===== src/pasc_regs.svh =====
`ifndef PASC_REGS_SVH
`define PASC_REGS_SVH

// ---------------------------------------------------------------------------
// Register numbers of the advanced bank
// ---------------------------------------------------------------------------
`define PASC_REG_STATUS1    4'h0
`define PASC_REG_STATUS2    4'h1
`define PASC_REG_GOOD_HIGH  4'h2
`define PASC_REG_GOOD_MID   4'h3
`define PASC_REG_GOOD_LOW   4'h4
`define PASC_REG_FCS_HIGH   4'h5
`define PASC_REG_FCS_MID    4'h6
`define PASC_REG_FCS_LOW    4'h7
`define PASC_REG_LAST       4'hc

// ---------------------------------------------------------------------------
// Field positions
// ---------------------------------------------------------------------------
`define PASC_S1_PLL_LOCK    15
`define PASC_S1_PAIR3       14
`define PASC_S1_PAIR0       11
`define PASC_S1_REFCLK      8
`define PASC_S2_XOVER_LOW   15
`define PASC_S2_XOVER_HIGH  14
`define PASC_S2_SPEEDOPT    13

// ---------------------------------------------------------------------------
// Reset values
// ---------------------------------------------------------------------------
`define PASC_WORD_RESET     16'h0000
`define PASC_COUNT_RESET    48'h0000_0000_0000

`endif


===== src/pasc_pkg.sv =====
`default_nettype none

package pasc_pkg;

   typedef logic [15:0] pasc_word_t;
   typedef logic [47:0] pasc_count_t;

endpackage : pasc_pkg

`default_nettype wire


===== src/pasc_bank.sv =====
`include "pasc_regs.svh"
`default_nettype none

module pasc_bank #(
   parameter int ADDR_W = 5
) (
   // Clock and reset
   input  wire logic              core_clk,
   input  wire logic              resetn,
   // Address port write
   input  wire logic              addr_wr,
   input  wire logic              addr_rd_req,
   input  wire logic [ADDR_W-1:0] addr_reg,
   // Read data port
   input  wire logic              data_rd,
   output logic [15:0]            rd_data,
   output logic                   rd_valid,
   // Status sources
   input  wire logic              pll_lock_flag,
   input  wire logic              gig_mode,
   input  wire logic              pair3_reversed,
   input  wire logic              pair2_reversed,
   input  wire logic              pair1_reversed,
   input  wire logic              pair0_reversed,
   input  wire logic              refclk_freq_strap,
   input  wire logic              crossover_pairs_low,
   input  wire logic              crossover_pairs_high,
   input  wire logic              speedopt_link,
   // Counter events
   input  wire logic              good_rx_frame,
   input  wire logic              fcs_error
);

   initial begin
      if (ADDR_W < 4) begin
         $error("pasc_bank: ADDR_W must be at least 4");
      end
   end

   // ------------------------------------------------------------------------
   // Selected register number
   // ------------------------------------------------------------------------
   // The number is latched only when the read bit accompanies the write; a
   // write without it leaves the previous selection in place.
   logic [ADDR_W-1:0] sel_q;
   logic              sel_ok_q;

   always_ff @(posedge core_clk or negedge resetn) begin
      if (!resetn) begin
         sel_q    <= '0;
         sel_ok_q <= 1'b0;
      end else if (addr_wr && addr_rd_req) begin
         sel_q    <= addr_reg;
         sel_ok_q <= (addr_reg <= ADDR_W'(`PASC_REG_LAST));
      end
   end

   logic rd_good_high;
   logic rd_good_low;
   logic rd_fcs_high;
   logic rd_fcs_low;

   assign rd_good_high = data_rd && sel_ok_q
                         && sel_q == ADDR_W'(`PASC_REG_GOOD_HIGH);
   assign rd_good_low  = data_rd && sel_ok_q
                         && sel_q == ADDR_W'(`PASC_REG_GOOD_LOW);
   assign rd_fcs_high  = data_rd && sel_ok_q
                         && sel_q == ADDR_W'(`PASC_REG_FCS_HIGH);
   assign rd_fcs_low   = data_rd && sel_ok_q
                         && sel_q == ADDR_W'(`PASC_REG_FCS_LOW);

   // ------------------------------------------------------------------------
   // Status words
   // ------------------------------------------------------------------------
   pasc_pkg::pasc_word_t status1_q;
   pasc_pkg::pasc_word_t status2_q;

   always_ff @(posedge core_clk or negedge resetn) begin
      if (!resetn) begin
         status1_q <= `PASC_WORD_RESET;
      end else begin
         status1_q <= `PASC_WORD_RESET;
         status1_q[`PASC_S1_PLL_LOCK] <= pll_lock_flag;
         // Polarity only means something in gigabit operation.
         status1_q[`PASC_S1_PAIR3:`PASC_S1_PAIR0] <= gig_mode ?
            {pair3_reversed, pair2_reversed,
             pair1_reversed, pair0_reversed} : 4'h0;
         status1_q[`PASC_S1_REFCLK] <= refclk_freq_strap;
      end
   end

   always_ff @(posedge core_clk or negedge resetn) begin
      if (!resetn) begin
         status2_q <= `PASC_WORD_RESET;
      end else begin
         status2_q <= `PASC_WORD_RESET;
         status2_q[`PASC_S2_XOVER_LOW]  <= crossover_pairs_low;
         status2_q[`PASC_S2_XOVER_HIGH] <= crossover_pairs_high;
         status2_q[`PASC_S2_SPEEDOPT]   <= speedopt_link;
      end
   end

   // ------------------------------------------------------------------------
   // Counters
   // ------------------------------------------------------------------------
   // A count that lands in the clearing cycle is kept as one, so no event is
   // lost. Counters saturate rather than wrap; at one frame per cycle the
   // 48 bits last for days, so the cost of the compare is worth it.
   pasc_pkg::pasc_count_t good_rx_frame_count_q;
   pasc_pkg::pasc_count_t fcs_error_count_q;

   always_ff @(posedge core_clk or negedge resetn) begin
      if (!resetn) begin
         good_rx_frame_count_q <= `PASC_COUNT_RESET;
      end else if (rd_good_high) begin
         good_rx_frame_count_q <= {47'h0, good_rx_frame};
      end else if (good_rx_frame && ~&good_rx_frame_count_q) begin
         good_rx_frame_count_q <= good_rx_frame_count_q + 48'h1;
      end
   end

   always_ff @(posedge core_clk or negedge resetn) begin
      if (!resetn) begin
         fcs_error_count_q <= `PASC_COUNT_RESET;
      end else if (rd_fcs_high) begin
         fcs_error_count_q <= {47'h0, fcs_error};
      end else if (fcs_error && ~&fcs_error_count_q) begin
         fcs_error_count_q <= fcs_error_count_q + 48'h1;
      end
   end

   // ------------------------------------------------------------------------
   // Snapshots of the upper words
   // ------------------------------------------------------------------------
   // Reading a low word freezes middle and high so that the ordered read
   // returns one coherent 48-bit value even while frames keep arriving.
   logic [31:0] good_snap_q;
   logic [31:0] fcs_snap_q;

   always_ff @(posedge core_clk or negedge resetn) begin
      if (!resetn) begin
         good_snap_q <= 32'h0;
      end else if (rd_good_low) begin
         good_snap_q <= good_rx_frame_count_q[47:16];
      end else if (rd_good_high) begin
         good_snap_q <= 32'h0;
      end
   end

   always_ff @(posedge core_clk or negedge resetn) begin
      if (!resetn) begin
         fcs_snap_q <= 32'h0;
      end else if (rd_fcs_low) begin
         fcs_snap_q <= fcs_error_count_q[47:16];
      end else if (rd_fcs_high) begin
         fcs_snap_q <= 32'h0;
      end
   end

   // ------------------------------------------------------------------------
   // Read data port
   // ------------------------------------------------------------------------
   pasc_pkg::pasc_word_t rd_mux;

   always_comb begin
      rd_mux = `PASC_WORD_RESET;
      if (sel_ok_q) begin
         case (sel_q[3:0])
            `PASC_REG_STATUS1:   rd_mux = status1_q;
            `PASC_REG_STATUS2:   rd_mux = status2_q;
            `PASC_REG_GOOD_HIGH: rd_mux = good_snap_q[31:16];
            `PASC_REG_GOOD_MID:  rd_mux = good_snap_q[15:0];
            `PASC_REG_GOOD_LOW:  rd_mux = good_rx_frame_count_q[15:0];
            `PASC_REG_FCS_HIGH:  rd_mux = fcs_snap_q[31:16];
            `PASC_REG_FCS_MID:   rd_mux = fcs_snap_q[15:0];
            `PASC_REG_FCS_LOW:   rd_mux = fcs_error_count_q[15:0];
            default:             rd_mux = `PASC_WORD_RESET;
         endcase
      end
   end

   // There is no write path to any of these words at all.
   always_ff @(posedge core_clk or negedge resetn) begin
      if (!resetn) begin
         rd_data  <= `PASC_WORD_RESET;
         rd_valid <= 1'b0;
      end else begin
         rd_valid <= data_rd;
         if (data_rd) begin
            rd_data <= rd_mux;
         end
      end
   end

   // ------------------------------------------------------------------------
   // Checks
   // ------------------------------------------------------------------------
   a_read_answers: assert property (@(posedge core_clk) disable iff (!resetn)
      data_rd |=> rd_valid && rd_data == $past(rd_mux))
      else $error("read data port did not answer with selected word");

   a_good_clear: assert property (@(posedge core_clk) disable iff (!resetn)
      rd_good_high |=> good_rx_frame_count_q <= 48'h1)
      else $error("good frame counter not cleared by high read");

   a_fcs_clear: assert property (@(posedge core_clk) disable iff (!resetn)
      rd_fcs_high |=> fcs_error_count_q <= 48'h1)
      else $error("crc error counter not cleared by high read");

   a_good_count: assert property (@(posedge core_clk) disable iff (!resetn)
      good_rx_frame && !rd_good_high && !(&good_rx_frame_count_q)
      |=> good_rx_frame_count_q == $past(good_rx_frame_count_q) + 48'h1)
      else $error("good frame not counted");

   a_fcs_count: assert property (@(posedge core_clk) disable iff (!resetn)
      fcs_error && !rd_fcs_high && !(&fcs_error_count_q)
      |=> fcs_error_count_q == $past(fcs_error_count_q) + 48'h1)
      else $error("crc error not counted");

   a_pll_bit: assert property (@(posedge core_clk) disable iff (!resetn)
      ##1 status1_q[`PASC_S1_PLL_LOCK] == $past(pll_lock_flag))
      else $error("pll lock bit does not follow lock");

   a_status_reserved: assert property (@(posedge core_clk)
      disable iff (!resetn)
      status1_q[10:9] == 2'h0 && status1_q[7:0] == 8'h0
      && status2_q[12:0] == 13'h0)
      else $error("reserved status bits not zero");

   a_snap_coherent: assert property (@(posedge core_clk) disable iff (!resetn)
      rd_good_low ##1 !rd_good_low && !rd_good_high
      |-> good_snap_q == $past(good_rx_frame_count_q[47:16]))
      else $error("snapshot differs from count at low read");

   a_xover_bits: assert property (@(posedge core_clk) disable iff (!resetn)
      ##1 status2_q[15:13] == $past({crossover_pairs_low,
                                     crossover_pairs_high,
                                     speedopt_link}))
      else $error("crossover or speed optimiser bits wrong");

   // ------------------------------------------------------------------------
   // Side effects and holding
   // ------------------------------------------------------------------------
   // These checks pin down the remaining status bits and what the read port does between reads, since a
   // stray clear or a moving word would corrupt the ordered counter read.
   // Set-wins at a clear is checked too, as a lost frame would go unseen.
   a_refclk_bit: assert property (@(posedge core_clk) disable iff (!resetn)
      ##1 status1_q[`PASC_S1_REFCLK] == $past(refclk_freq_strap))
      else $error("reference clock bit does not follow strap");

   a_polarity_bits: assert property (@(posedge core_clk)
      disable iff (!resetn)
      ##1 status1_q[14:11] == ($past({pair3_reversed, pair2_reversed,
         pair1_reversed, pair0_reversed}) & {4{$past(gig_mode)}}))
      else $error("polarity bits wrong");

   a_fcs_snap_coherent: assert property (@(posedge core_clk)
      disable iff (!resetn)
      rd_fcs_low ##1 !rd_fcs_low && !rd_fcs_high
      |-> fcs_snap_q == $past(fcs_error_count_q[47:16]))
      else $error("crc snapshot differs from count at low read");

   a_valid_pulse: assert property (@(posedge core_clk) disable iff (!resetn)
      !data_rd |=> !rd_valid)
      else $error("read valid without a read");

   a_data_holds: assert property (@(posedge core_clk) disable iff (!resetn)
      !data_rd |=> $stable(rd_data))
      else $error("read data changed without a read");

   a_sel_ignored: assert property (@(posedge core_clk) disable iff (!resetn)
      addr_wr && !addr_rd_req |=> $stable(sel_q))
      else $error("selection changed without read bit");

   a_sel_taken: assert property (@(posedge core_clk) disable iff (!resetn)
      addr_wr && addr_rd_req |=> sel_q == $past(addr_reg))
      else $error("selection not taken from address write");

   a_unmapped_zero: assert property (@(posedge core_clk) disable iff (!resetn)
      !sel_ok_q |-> rd_mux == 16'h0000)
      else $error("unmapped register number did not read zero");

   a_good_saturate: assert property (@(posedge core_clk)
      disable iff (!resetn)
      good_rx_frame && !rd_good_high && (&good_rx_frame_count_q)
      |=> &good_rx_frame_count_q)
      else $error("good frame counter wrapped");

   a_fcs_saturate: assert property (@(posedge core_clk)
      disable iff (!resetn)
      fcs_error && !rd_fcs_high && (&fcs_error_count_q)
      |=> &fcs_error_count_q)
      else $error("crc error counter wrapped");

   a_good_clear_event: assert property (@(posedge core_clk)
      disable iff (!resetn)
      rd_good_high && good_rx_frame
      |=> good_rx_frame_count_q == 48'h1)
      else $error("frame lost at good counter clear");

   a_fcs_clear_event: assert property (@(posedge core_clk)
      disable iff (!resetn)
      rd_fcs_high && fcs_error
      |=> fcs_error_count_q == 48'h1)
      else $error("error lost at crc counter clear");

   a_good_snap_clear: assert property (@(posedge core_clk)
      disable iff (!resetn)
      rd_good_high
      |=> good_snap_q == 32'h0)
      else $error("good snapshot not cleared by high read");

   a_fcs_snap_clear: assert property (@(posedge core_clk)
      disable iff (!resetn)
      rd_fcs_high
      |=> fcs_snap_q == 32'h0)
      else $error("crc snapshot not cleared by high read");

   a_good_idle: assert property (@(posedge core_clk)
      disable iff (!resetn)
      !good_rx_frame && !rd_good_high
      |=> $stable(good_rx_frame_count_q))
      else $error("good frame counter moved without cause");

   a_fcs_idle: assert property (@(posedge core_clk)
      disable iff (!resetn)
      !fcs_error && !rd_fcs_high
      |=> $stable(fcs_error_count_q))
      else $error("crc error counter moved without cause");

endmodule : pasc_bank

`default_nettype wire


===== config.mk =====
export PLATFORM = sky130hd
export DESIGN_NAME = pasc_bank
export DESIGN_NICKNAME = d
export VERILOG_FILES = /design/src/pasc_pkg.sv /design/src/pasc_bank.sv
export VERILOG_INCLUDE_DIRS = /design/src
export SDC_FILE = /design/constraint.sdc
export NUM_CORES = 1
export LEC_CHECK = 0
export BUFFER_PORTS_ARGS = -buffer_cell sky130_fd_sc_hd__buf_2
export CORE_MARGIN = 1.5
export CORE_UTILIZATION = 47
export CTS_CLUSTER_DIAMETER = 30
export CTS_CLUSTER_SIZE = 30
export DETAILED_ROUTE_END_ITERATION = 8
export PLACE_DENSITY_LB_ADDON = 0.15
export SYNTH_ARGS = -nofsm -noshare
export SYNTH_HDL_FRONTEND = slang
export SYNTH_SLANG_ARGS = --single-unit
export TNS_END_PERCENT = 50

===== constraint.sdc =====
create_clock -name core_clk -period 2.8 [get_ports core_clk]
set_input_delay 0.7 -clock core_clk [delete_from_list [all_inputs] [get_ports core_clk]]
set_output_delay 0.7 -clock core_clk [all_outputs]
set_load 0.05 [all_outputs]

==> run_results.csv, run 1 <==
group,metric,value,unit
outcome,outcome,"finished, final reports clean",
floorplan,die-area,22000,um^2
worst_setup_path,worstSetupStartpointType,"register",
global_routing,grt_pass1_vias,8501,
cells_and_area,layout-area-overhead-vs-synth,13.7,%
logic_synthesis,yosysSeqAreaShare,0.484,
floorplan,rows,53,
routing,finalWirelength,29.1,mm
worst_setup_path,cp_num_buf_inv,0,
cells_and_area,antenna_cells,0,
cells_and_area,finalNetCount,1162,
cells_and_area,regArea,4800,um^2
placement,port-buffer-count,38,
worst_setup_path,reg2reg_from,"good_rx_frame_count_q[1]",
worst_setup_path,rr_endpoint,"good_rx_frame_count_q[36]",
logic_synthesis,synth_area,9940,um^2
floorplan,die_w,148,um
floorplan,top_level_ports,39,
worst_setup_path,critical_path.top_delay_family,"simple AND/OR/NAND/NOR gates",
power_and_ir_drop,switching_power,1790,uW
global_routing,grt.total_usage,0.275,
clocking,cts_sinks,192,
clocking,post_cts_resized,0,
global_routing,grt-ovfl-total,0,
cells_and_area,fillCellCount,1975,
worst_setup_path,cp-end-kind,"register",
power_and_ir_drop,p_sw_frac,0.283,
job,maxCapViolations,0,
logic_synthesis,ys_ff_latch,192,
placement,place_congestion,0.870,
worst_setup_path,worstPathArrival,3010,ps
sta,slew_headroom,0.452,
hold_path,min_path_type,"primary input to asynchronous set/reset pin",
worst_setup_path,path_cells,"ha_1, nand2_1, or4_1, or4b_4, or4_1, a21oi_1",
clocking,h-tree-depth,4,
power_and_ir_drop,p_int,4550,uW
worst_setup_path,cp_common_cell,"or4_1",
logic_synthesis,synth_edf_count,0,
clocking,cts_buffers,17,
sta,tightest_slew,821,ps
sta,maxSlewViolCount,0,
power_and_ir_drop,p_comb_frac,0.101,
sta,final-setup-viol-count,0,
clocking,clock_latency,440,ps
sta,finalClockSkew,9.47,ps
logic_synthesis,synthesis.nets,1130,
worst_setup_path,path_class,"register to register",
global_routing,grt_pass1_wl,47.0,mm
routing,wirelength_met1,13.5,mm
sta,setup-tns-final,0,ps
routing,drt_first_pass_iters,5,
logic_synthesis,ys.flop_type,"dfrtp_1",
logic_synthesis,synthArstFlopShare,1.00,
power_and_ir_drop,cellLeakagePower,0.00479,uW
routing,met3_length,1.32,mm
clocking,ctsHoldBuffers,0,
global_routing,antenna_found_initial,0,
cells_and_area,multi_input_area,4770,um^2
worst_setup_path,rrSetupSlack,150,ps
logic_synthesis,synth_cell_type_count,56,
routing,avgRoutedWirePerCell,20.4,um
routing,met2_wirelength,13.5,mm
power_and_ir_drop,p_seq_frac,0.509,
power_and_ir_drop,irDropWorstVdd,0.000399,V
worst_setup_path,slowest_delay,630,ps
placement,dp_hpwl,20.5,mm
clocking,post_cts_buffers,0,
power_and_ir_drop,p_clk_frac,0.390,
power_and_ir_drop,power_density,562,nW/um^2
worst_setup_path,ff2ff_path_depth,6,
clocking,clk_pin_slew,80,ps
sta,period_needed,2650,ps
sta,fmax,0.377,GHz
logic_synthesis,ys_warn_count,0,
routing,drc_errors,0,
routing,drt_first_iter_violations,874,
worst_setup_path,crit_required,3160,ps
clocking,root_buffer,"clkbuf_16",
sta,post-route-period-util,0.947,
routing,routed.top_layer,"met4",
global_routing,grt_max_degree,64,
sta,rsz0062_at_grt,"false",
sta,whs,249,ps
clocking,cts_buffer_depth,2,
routing,vias,8920,
routing,ant_nets,0,
sta,final_hold_viol_count,0,
floorplan,start_util,0.476,
logic_synthesis,syn-instance-count,1106,
routing,viasPerCell,6.26,
floorplan,core,20900,um^2
worst_setup_path,crit_path_top_delay_cell,"or4_1",
worst_setup_path,crit_fanout,6,
floorplan,die_h,148,um
logic_synthesis,syn_area_per_cell,8.98,um^2
cells_and_area,drive_gt1_frac,0.124,
clocking,cts_tree,"done",
-- cells by family (layout without fill, tap and decap cells) --
kind of cell / count (synthesis) / count (layout) / synth area share
simple gates: 529 / 529 / 0.282
buf+inv: 109 / 154 / 0.0424
mux: 29 / 29 / 0.0300
compound gates: 245 / 245 / 0.160
fa+ha+maj: 2 / 2 / 0.00252
flops: 192 / 192 / 0.484
-- power groups by stage --
| stage | logic (uW) | clock network (uW) | registers [uW] |
|---|---|---|---|
| 2_1_floorplan | 389 | 0 | 3210 |
| 3_3_place_gp | 617 | 0 | 3270 |
| 3_5_place_dp | 633 | 0 | 3280 |
| 4_1_cts | 640 | 2510 | 3220 |
| 5_1_grt | 720 | 2640 | 3260 |
| 6_report | 639 | 2480 | 3230 |
-- sequential cells by signal, indices dropped and copies added, names as in the netlist --
register and flops:
fcs_snap_q 32, good_snap_q 32, status1_q 6, sel_ok_q 1, status2_q 3, rd_data 16, sel_q 5, good_rx_frame_count_q 48
rd_valid 1, fcs_error_count_q 48
-- synth_stat cells (4+ instances only) --
library cell	number	share of area
nand3_1	95	0.048
and2_1	10	0.0063
o21ai_0	43	0.022
a21oi_1	70	0.035
nand2b_1	19	0.012
nand4_1	37	0.023
o22ai_1	18	0.011
inv_1	33	0.012
nor4_1	16	0.010
clkbuf_1	62	0.023
and3_1	11	0.0069
o31ai_1	46	0.035
nor4b_1	5	0.0044
or4_1	55	0.042
or2_2	4	0.0025
and4_1	9	0.0079
dfrtp_1	192	0.48
or3_1	24	0.015
o211ai_1	6	0.0045
mux2_2	6	0.0068
nor2_1	25	0.0094
nand2_1	192	0.073
nor3_1	11	0.0055
a22oi_1	27	0.020
buf_1	5	0.0019
mux2i_1	23	0.023
buf_2	7	0.0035
a221oi_1	12	0.011
-- layer usage --
metal,up-vias,GRT usage
met5,-,0
met4,0,0.0970
met3,48,0.0439
met2,229,0.428
met1,4453,0.390
li1,4190,-
-- worst max-delay path by stage --
stage,slack [ps],depth (start not counted),start,to
floorplan,340,7,good_rx_frame_count_q[0],good_rx_frame_count_q[36]
CTS,200,6,good_rx_frame_count_q[1],good_rx_frame_count_q[36]
global route,10,8,good_rx_frame_count_q[1],good_rx_frame_count_q[6]
global placement,260,6,good_rx_frame_count_q[1],good_rx_frame_count_q[36]
finish,150,6,good_rx_frame_count_q[1],good_rx_frame_count_q[36]
detailed placement,230,6,good_rx_frame_count_q[1],good_rx_frame_count_q[36]
-- per-stage QoR --
stage               cells  worst slack (ps)  power (uW)   util  area, um^2
finish               1426               149        6350  0.541       11300
global route         1426              11.2        6620  0.541       11300
CTS                  1426               197        6370  0.541       11300
detailed placement   1394               231        3910  0.513       10700
global placement     1394               255        3890  0.513       10700
floorplan            1106               343        3600      -        9940
-- layout by cell type, fill, tap and decap left out, types with 4 or more instances in the layout --
| master | netlist | final |
|---|---|---|
| buf_2 | 7 | 37 |
| or4_1 | 55 | 55 |
| inv_1 | 33 | 33 |
| or3_1 | 24 | 24 |
| and4_1 | 9 | 9 |
| mux2i_1 | 23 | 23 |
| a21oi_1 | 70 | 70 |
| and3_1 | 11 | 11 |
| a22oi_1 | 27 | 27 |
| inv_6 | 0 | 5 |
| clkbuf_16 | 0 | 17 |
| and2_1 | 10 | 12 |
| nand2b_1 | 19 | 19 |
| dfrtp_1 | 192 | 192 |
| nand2_1 | 192 | 192 |
| nand4_1 | 37 | 37 |
| nor2_1 | 25 | 25 |
| mux2_2 | 6 | 6 |
| o22ai_1 | 18 | 18 |
| buf_12 | 0 | 7 |
| a221oi_1 | 12 | 12 |
| nor4_1 | 16 | 16 |
| o31ai_1 | 46 | 46 |
| or2_2 | 4 | 4 |
| nand3_1 | 95 | 95 |
| o211ai_1 | 6 | 6 |
| o21ai_0 | 43 | 43 |
| buf_4 | 1 | 43 |
| nor3_1 | 11 | 11 |
-- cell type report --
type / instances / share of cell area
timing repair buffer: 88 / 0.0586
inverter: 34 / 0.0113
sequential: 192 / 0.425
clock buffer: 19 / 0.0383
multi-input combinational: 805 / 0.422
tap: 275 / 0.0305
clock inverter: 13 / 0.0134
Power figures use the tool's default switching activity.
==> inputs of run 2 (changes only) <==
--- a/config.mk
+++ b/config.mk
@@ -7,8 +7,8 @@
 export NUM_CORES = 1
 export LEC_CHECK = 0
 export BUFFER_PORTS_ARGS = -buffer_cell sky130_fd_sc_hd__buf_2
-export CORE_MARGIN = 1.5
-export CORE_UTILIZATION = 47
+export CORE_MARGIN = 4
+export CORE_UTILIZATION = 30
 export CTS_CLUSTER_DIAMETER = 30
 export CTS_CLUSTER_SIZE = 30
 export DETAILED_ROUTE_END_ITERATION = 8
==> run 2 against run 1 <==
- core utilization shrank 19 points
- critical endpoint unchanged
- clock-buffer cell count shrank 2
- sequential power is essentially flat
- cell count grew 12%
- clock skew grew 4.5 ps
- combinational power is essentially flat
- maximum frequency grew 3.6%
==> run_results.csv, run 2 (synthesized netlist as in run 1, its figures left out) <==
group,metric,value,unit
worst_setup_path,path_class,"register to register",
global_routing,grt-ovfl-total,0,
sta,setup-tns-final,0,ps
placement,port-buffer-count,38,
routing,drc_errors,0,
floorplan,top_level_ports,39,
sta,maxSlewViolCount,0,
sta,rsz0062_at_grt,"false",
sta,tightest_slew,862,ps
clocking,cts_tree,"done",
worst_setup_path,worstSetupStartpointType,"register",
worst_setup_path,crit_fanout,7,
global_routing,grt_pass1_wl,51.0,mm
cells_and_area,fillCellCount,3327,
power_and_ir_drop,irDropWorstVdd,0.000362,V
cells_and_area,finalNetCount,1167,
routing,avgRoutedWirePerCell,20.1,um
worst_setup_path,crit_path_top_delay_cell,"or4_4",
worst_setup_path,critical_path.top_delay_family,"simple AND/OR/NAND/NOR gates",
sta,post-route-period-util,0.914,
routing,finalWirelength,32.0,mm
global_routing,grt_pass1_vias,8602,
sta,final-setup-viol-count,0,
floorplan,die-area,36100,um^2
routing,viasPerCell,5.54,
placement,dp_hpwl,22.9,mm
routing,drt_first_pass_iters,5,
clocking,clk_pin_slew,80,ps
floorplan,start_util,0.305,
power_and_ir_drop,power_density,552,nW/um^2
cells_and_area,antenna_cells,0,
clocking,cts_sinks,192,
cells_and_area,top_regs,"fcs_error_count_q (48), good_rx_frame_count_q (48)",
worst_setup_path,path_cells,"ha_1, nand2_1, or4_4, or4b_4, or4_1, a21oi_1",
job,maxCapViolations,0,
hold_path,min_path_type,"primary input to asynchronous set/reset pin",
floorplan,core,32600,um^2
cells_and_area,drive_gt1_frac,0.132,
placement,place_area,10900,um^2
sta,whs,157,ps
power_and_ir_drop,power,6350,uW
sta,finalClockSkew,14.0,ps
cells_and_area,final_common_cell,"dfrtp_1",
routing,vias,8860,
clocking,cts_buffer_depth,2,
sta,slew_headroom,0.416,
outcome,outcome,"finished, final reports clean",
worst_setup_path,slowest_delay,600,ps
routing,ant_nets,0,
floorplan,die_w,190,um
routing,drt_first_iter_violations,583,
power_and_ir_drop,cellLeakagePower,0.00479,uW
cells_and_area,layout-area-overhead-vs-synth,15.8,%
cells_and_area,final_area,11500,um^2
clocking,clock_latency,450,ps
worst_setup_path,worstPathArrival,2930,ps
global_routing,grt.total_usage,0.180,
floorplan,rows,66,
global_routing,antenna_found_initial,0,
clocking,cts_buffers,17,
worst_setup_path,crit_required,3170,ps
floorplan,die_h,190,um
worst_setup_path,cp-end-kind,"register",
global_routing,grt_max_degree,57,
clocking,post_cts_buffers,0,
worst_setup_path,cp_num_buf_inv,0,
placement,place_congestion,0.836,
clocking,root_buffer,"clkbuf_16",
sta,fmax,0.391,GHz
sta,final_hold_viol_count,0,
clocking,h-tree-depth,4,
cells_and_area,layout_common_cells,"192 x dfrtp_1, 191 x nand2_1, 95 x nand3_1",
sta,period_needed,2560,ps
-- run 2: final timing paths --
| kind | from | to | slack (ps) | depth (start not counted) |
|---|---|---|---|---|
| max reg2reg | good_rx_frame_count_q[1] | good_rx_frame_count_q[36] | 240 | 6 |
| min | resetn | fcs_error_count_q[19] | 160 | 1 |
| min in group core_clk | pll_lock_flag | status1_q[15] | 350 | 1 |
| max | good_rx_frame_count_q[1] | good_rx_frame_count_q[36] | 240 | 6 |
| min reg2reg | good_snap_q[6] | good_snap_q[6] | 500 | 2 |
| max in group asynchronous | resetn | sel_q[1] | 1950 | 2 |
-- run 2: layout make-up --
cell class | instances | area [um^2] | area share
flip-flops and latches | 192 | 4800 | 0.418
multi-input cells | 805 | 4780 | 0.415
repair buffers | 93 | 662 | 0.0576
well taps | 442 | 553 | 0.0481
clock buffers | 17 | 425 | 0.0370
clock inverters | 15 | 151 | 0.0132
inverters | 34 | 128 | 0.0111
-- run 2: metal layers --
metal  vias up  wire length [um]  share of wire  track usage
met1      4435             15600           0.49        0.263
met5         -                 0              0            0
met3        28              1630          0.051       0.0374
met2       202             14400           0.45        0.273
met4         0               441          0.014       0.0470
li1       4195                 -              -            -
-- run 2: metrics by stage --
stage | setup slack [ps] | instances | util
after global routing | 120 | 1598 | 0.353
after CTS | 119 | 1598 | 0.352
after floorplan | 343 | 1106 | -
after global placement | 128 | 1566 | 0.335
final | 241 | 1598 | 0.353
after detailed placement | 138 | 1566 | 0.335
-- run 2: what timing repair did --
action                                 CTS  global route
setup endpoints to repair                0             1
endpoints found under the hold margin    0             0
gates resized for setup                  0             1
hold buffers                             0             0
-- run 2: report_power, final --
part           switching (uW)  internal, uW
Clock                    1270          1190
Sequential                298          2960
Combinational             382           258
Total                    1950          4400
==> inputs of run 3 (changes only) <==
--- a/config.mk
+++ b/config.mk
@@ -7,12 +7,13 @@
 export NUM_CORES = 1
 export LEC_CHECK = 0
 export BUFFER_PORTS_ARGS = -buffer_cell sky130_fd_sc_hd__buf_2
+export CORE_ASPECT_RATIO = 0.7
 export CORE_MARGIN = 4
 export CORE_UTILIZATION = 30
-export CTS_CLUSTER_DIAMETER = 30
+export CTS_CLUSTER_DIAMETER = 60
 export CTS_CLUSTER_SIZE = 30
 export DETAILED_ROUTE_END_ITERATION = 8
-export PLACE_DENSITY_LB_ADDON = 0.15
+export PLACE_DENSITY = 0.43
 export SYNTH_ARGS = -nofsm -noshare
 export SYNTH_HDL_FRONTEND = slang
 export SYNTH_SLANG_ARGS = --single-unit
==> run 3 against run 2 <==
- non-clock buffer count grew 13
- wire length grew 4.9%
- die area grew 0.13%
- register-to-register slack lost 110 ps
- clock skew shrank 2.6 ps
- global-route usage grew 0.73 points
- sequential share of layout area shrank 0.25 points
- first-iteration DRC count grew 17%
- via count grew 1.7%
==> run_results.csv, run 3 (synthesized netlist as in run 1, its figures left out) <==
group,metric,value,unit
outcome,outcome,"finished, final reports clean",
worst_setup_path,crit_fanout,6,
sta,setup-tns-final,0,ps
sta,maxSlewViolCount,0,
floorplan,die-area,36100,um^2
clocking,post_cts_resized,0,
global_routing,grt.total_usage,0.187,
placement,place_congestion,0.834,
sta,slew_headroom,0.337,
power_and_ir_drop,cellLeakagePower,0.00485,uW
clocking,cts_buffer_depth,2,
sta,post-route-period-util,0.952,
floorplan,top_level_ports,39,
global_routing,grt-ovfl-total,0,
routing,ant_nets,0,
worst_setup_path,cp-end-kind,"register",
floorplan,die_w,226,um
clocking,cts_sinks,192,
routing,finalWirelength,33.6,mm
sta,finalClockSkew,11.4,ps
clocking,root_buffer,"clkbuf_16",
routing,met2_wirelength,13.0,mm
clocking,clk_pin_slew,80,ps
worst_setup_path,crit_required,3190,ps
floorplan,rows,55,
routing,routed.top_layer,"met4",
sta,tightest_slew,985,ps
placement,dp_hpwl,24.7,mm
clocking,cts_tree,"done",
hold_path,min_path_type,"primary input to asynchronous set/reset pin",
sta,fmax,0.375,GHz
sta,final-setup-viol-count,0,
routing,avgRoutedWirePerCell,21.1,um
routing,met3_length,2.15,mm
power_and_ir_drop,irDropWorstVdd,0.000304,V
floorplan,die_h,160,um
global_routing,grt_pass1_vias,8404,
routing,drt_first_iter_violations,683,
clocking,clock_latency,460,ps
cells_and_area,top_regs,"fcs_error_count_q (48), good_rx_frame_count_q (48)",
routing,vias,9012,
worst_setup_path,worstPathArrival,3050,ps
cells_and_area,layout_common_cells,"192 x nand2_1, 192 x dfrtp_1, 95 x nand3_1",
clocking,ctsHoldBuffers,0,
global_routing,grt_pass1_wl,52.1,mm
power_and_ir_drop,power_density,549,nW/um^2
job,maxCapViolations,0,
placement,port-buffer-count,38,
routing,drt_first_pass_iters,5,
routing,wirelength_met1,18.2,mm
cells_and_area,drive_gt1_frac,0.137,
routing,drc_errors,0,
floorplan,start_util,0.306,
placement,placed_cells,1564,
sta,final_hold_viol_count,0,
cells_and_area,finalNetCount,1180,
cells_and_area,layout-area-overhead-vs-synth,16.5,%
clocking,h-tree-depth,4,
global_routing,antenna_found_initial,0,
worst_setup_path,path_class,"register to register",
clocking,post_cts_buffers,0,
cells_and_area,final_core_util,0.356,
sta,period_needed,2670,ps
global_routing,grt_max_degree,64,
cells_and_area,antenna_cells,0,
worst_setup_path,worstSetupStartpointType,"register",
cells_and_area,stdcell_count,1596,
sta,rsz0062_at_grt,"false",
routing,viasPerCell,5.65,
clocking,cts_buffers,17,
floorplan,core,32500,um^2
sta,whs,240,ps
run 3: cell count changes in the layout (fill, tap and decap cells not counted), sizes merged:
cell,previous run,this run
clkinv,5,3
inv,41,35
buf,92,105
clkbuf,18,25
bufinv,0,1
run 3: path summary, 6_finish.rpt:
kind                       slack, ps                startpoint                   endpoint  cells past startpoint
max                              130  good_rx_frame_count_q[1]  good_rx_frame_count_q[36]                      6
min                              240                    resetn      fcs_error_count_q[30]                      1
min reg2reg                      500           good_snap_q[25]            good_snap_q[25]                      2
max reg2reg                      130  good_rx_frame_count_q[1]  good_rx_frame_count_q[36]                      6
min in group core_clk            340         refclk_freq_strap               status1_q[8]                      1
max in group asynchronous       1810                    resetn             fcs_snap_q[13]                      2
run 3: cell type report:
cell class / instances / area [um^2]
clock buffers: 24 / 482
clock inverters: 8 / 80.1
fillers: 3416 / 20900
inverters: 34 / 128
multi-input cells: 805 / 4770
flip-flops and latches: 192 / 4800
well taps: 427 / 534
repair buffers: 106 / 772
run 3: through the flow:
step           area [um^2]  setup WS (ps)  total power (uW)
2_1_floorplan         9940            343              3600
3_3_place_gp         11000            170              3960
3_5_place_dp         11000            130              3960
4_1_cts              11600            125              6420
5_1_grt              11600           4.77              6640
6_report             11600            134              6350
run 3: routing by layer:
| layer | up-vias | global-route usage |
|---|---|---|
| met5 | - | 0 |
| met4 | 0 | 0.0328 |
| met3 | 18 | 0.0423 |
| met2 | 258 | 0.239 |
| met1 | 4519 | 0.316 |
| li1 | 4217 | - |
run 3: power breakdown:
part           internal, uW  total (uW)  leakage [uW]  switching [uW]
sequential             2960        3250       0.00260             296
combinational           267         658       0.00199             391
clock                  1300        2440      0.000267            1140
total                  4520        6350       0.00485            1820
run 3: worst max-delay path, stage by stage, from the launching register on:
cell	delay, ps
dfrtp_1	400
ha_1	240
nand2_1	130
or4_1	660
or4b_4	610
or4_1	410
a21oi_1	150
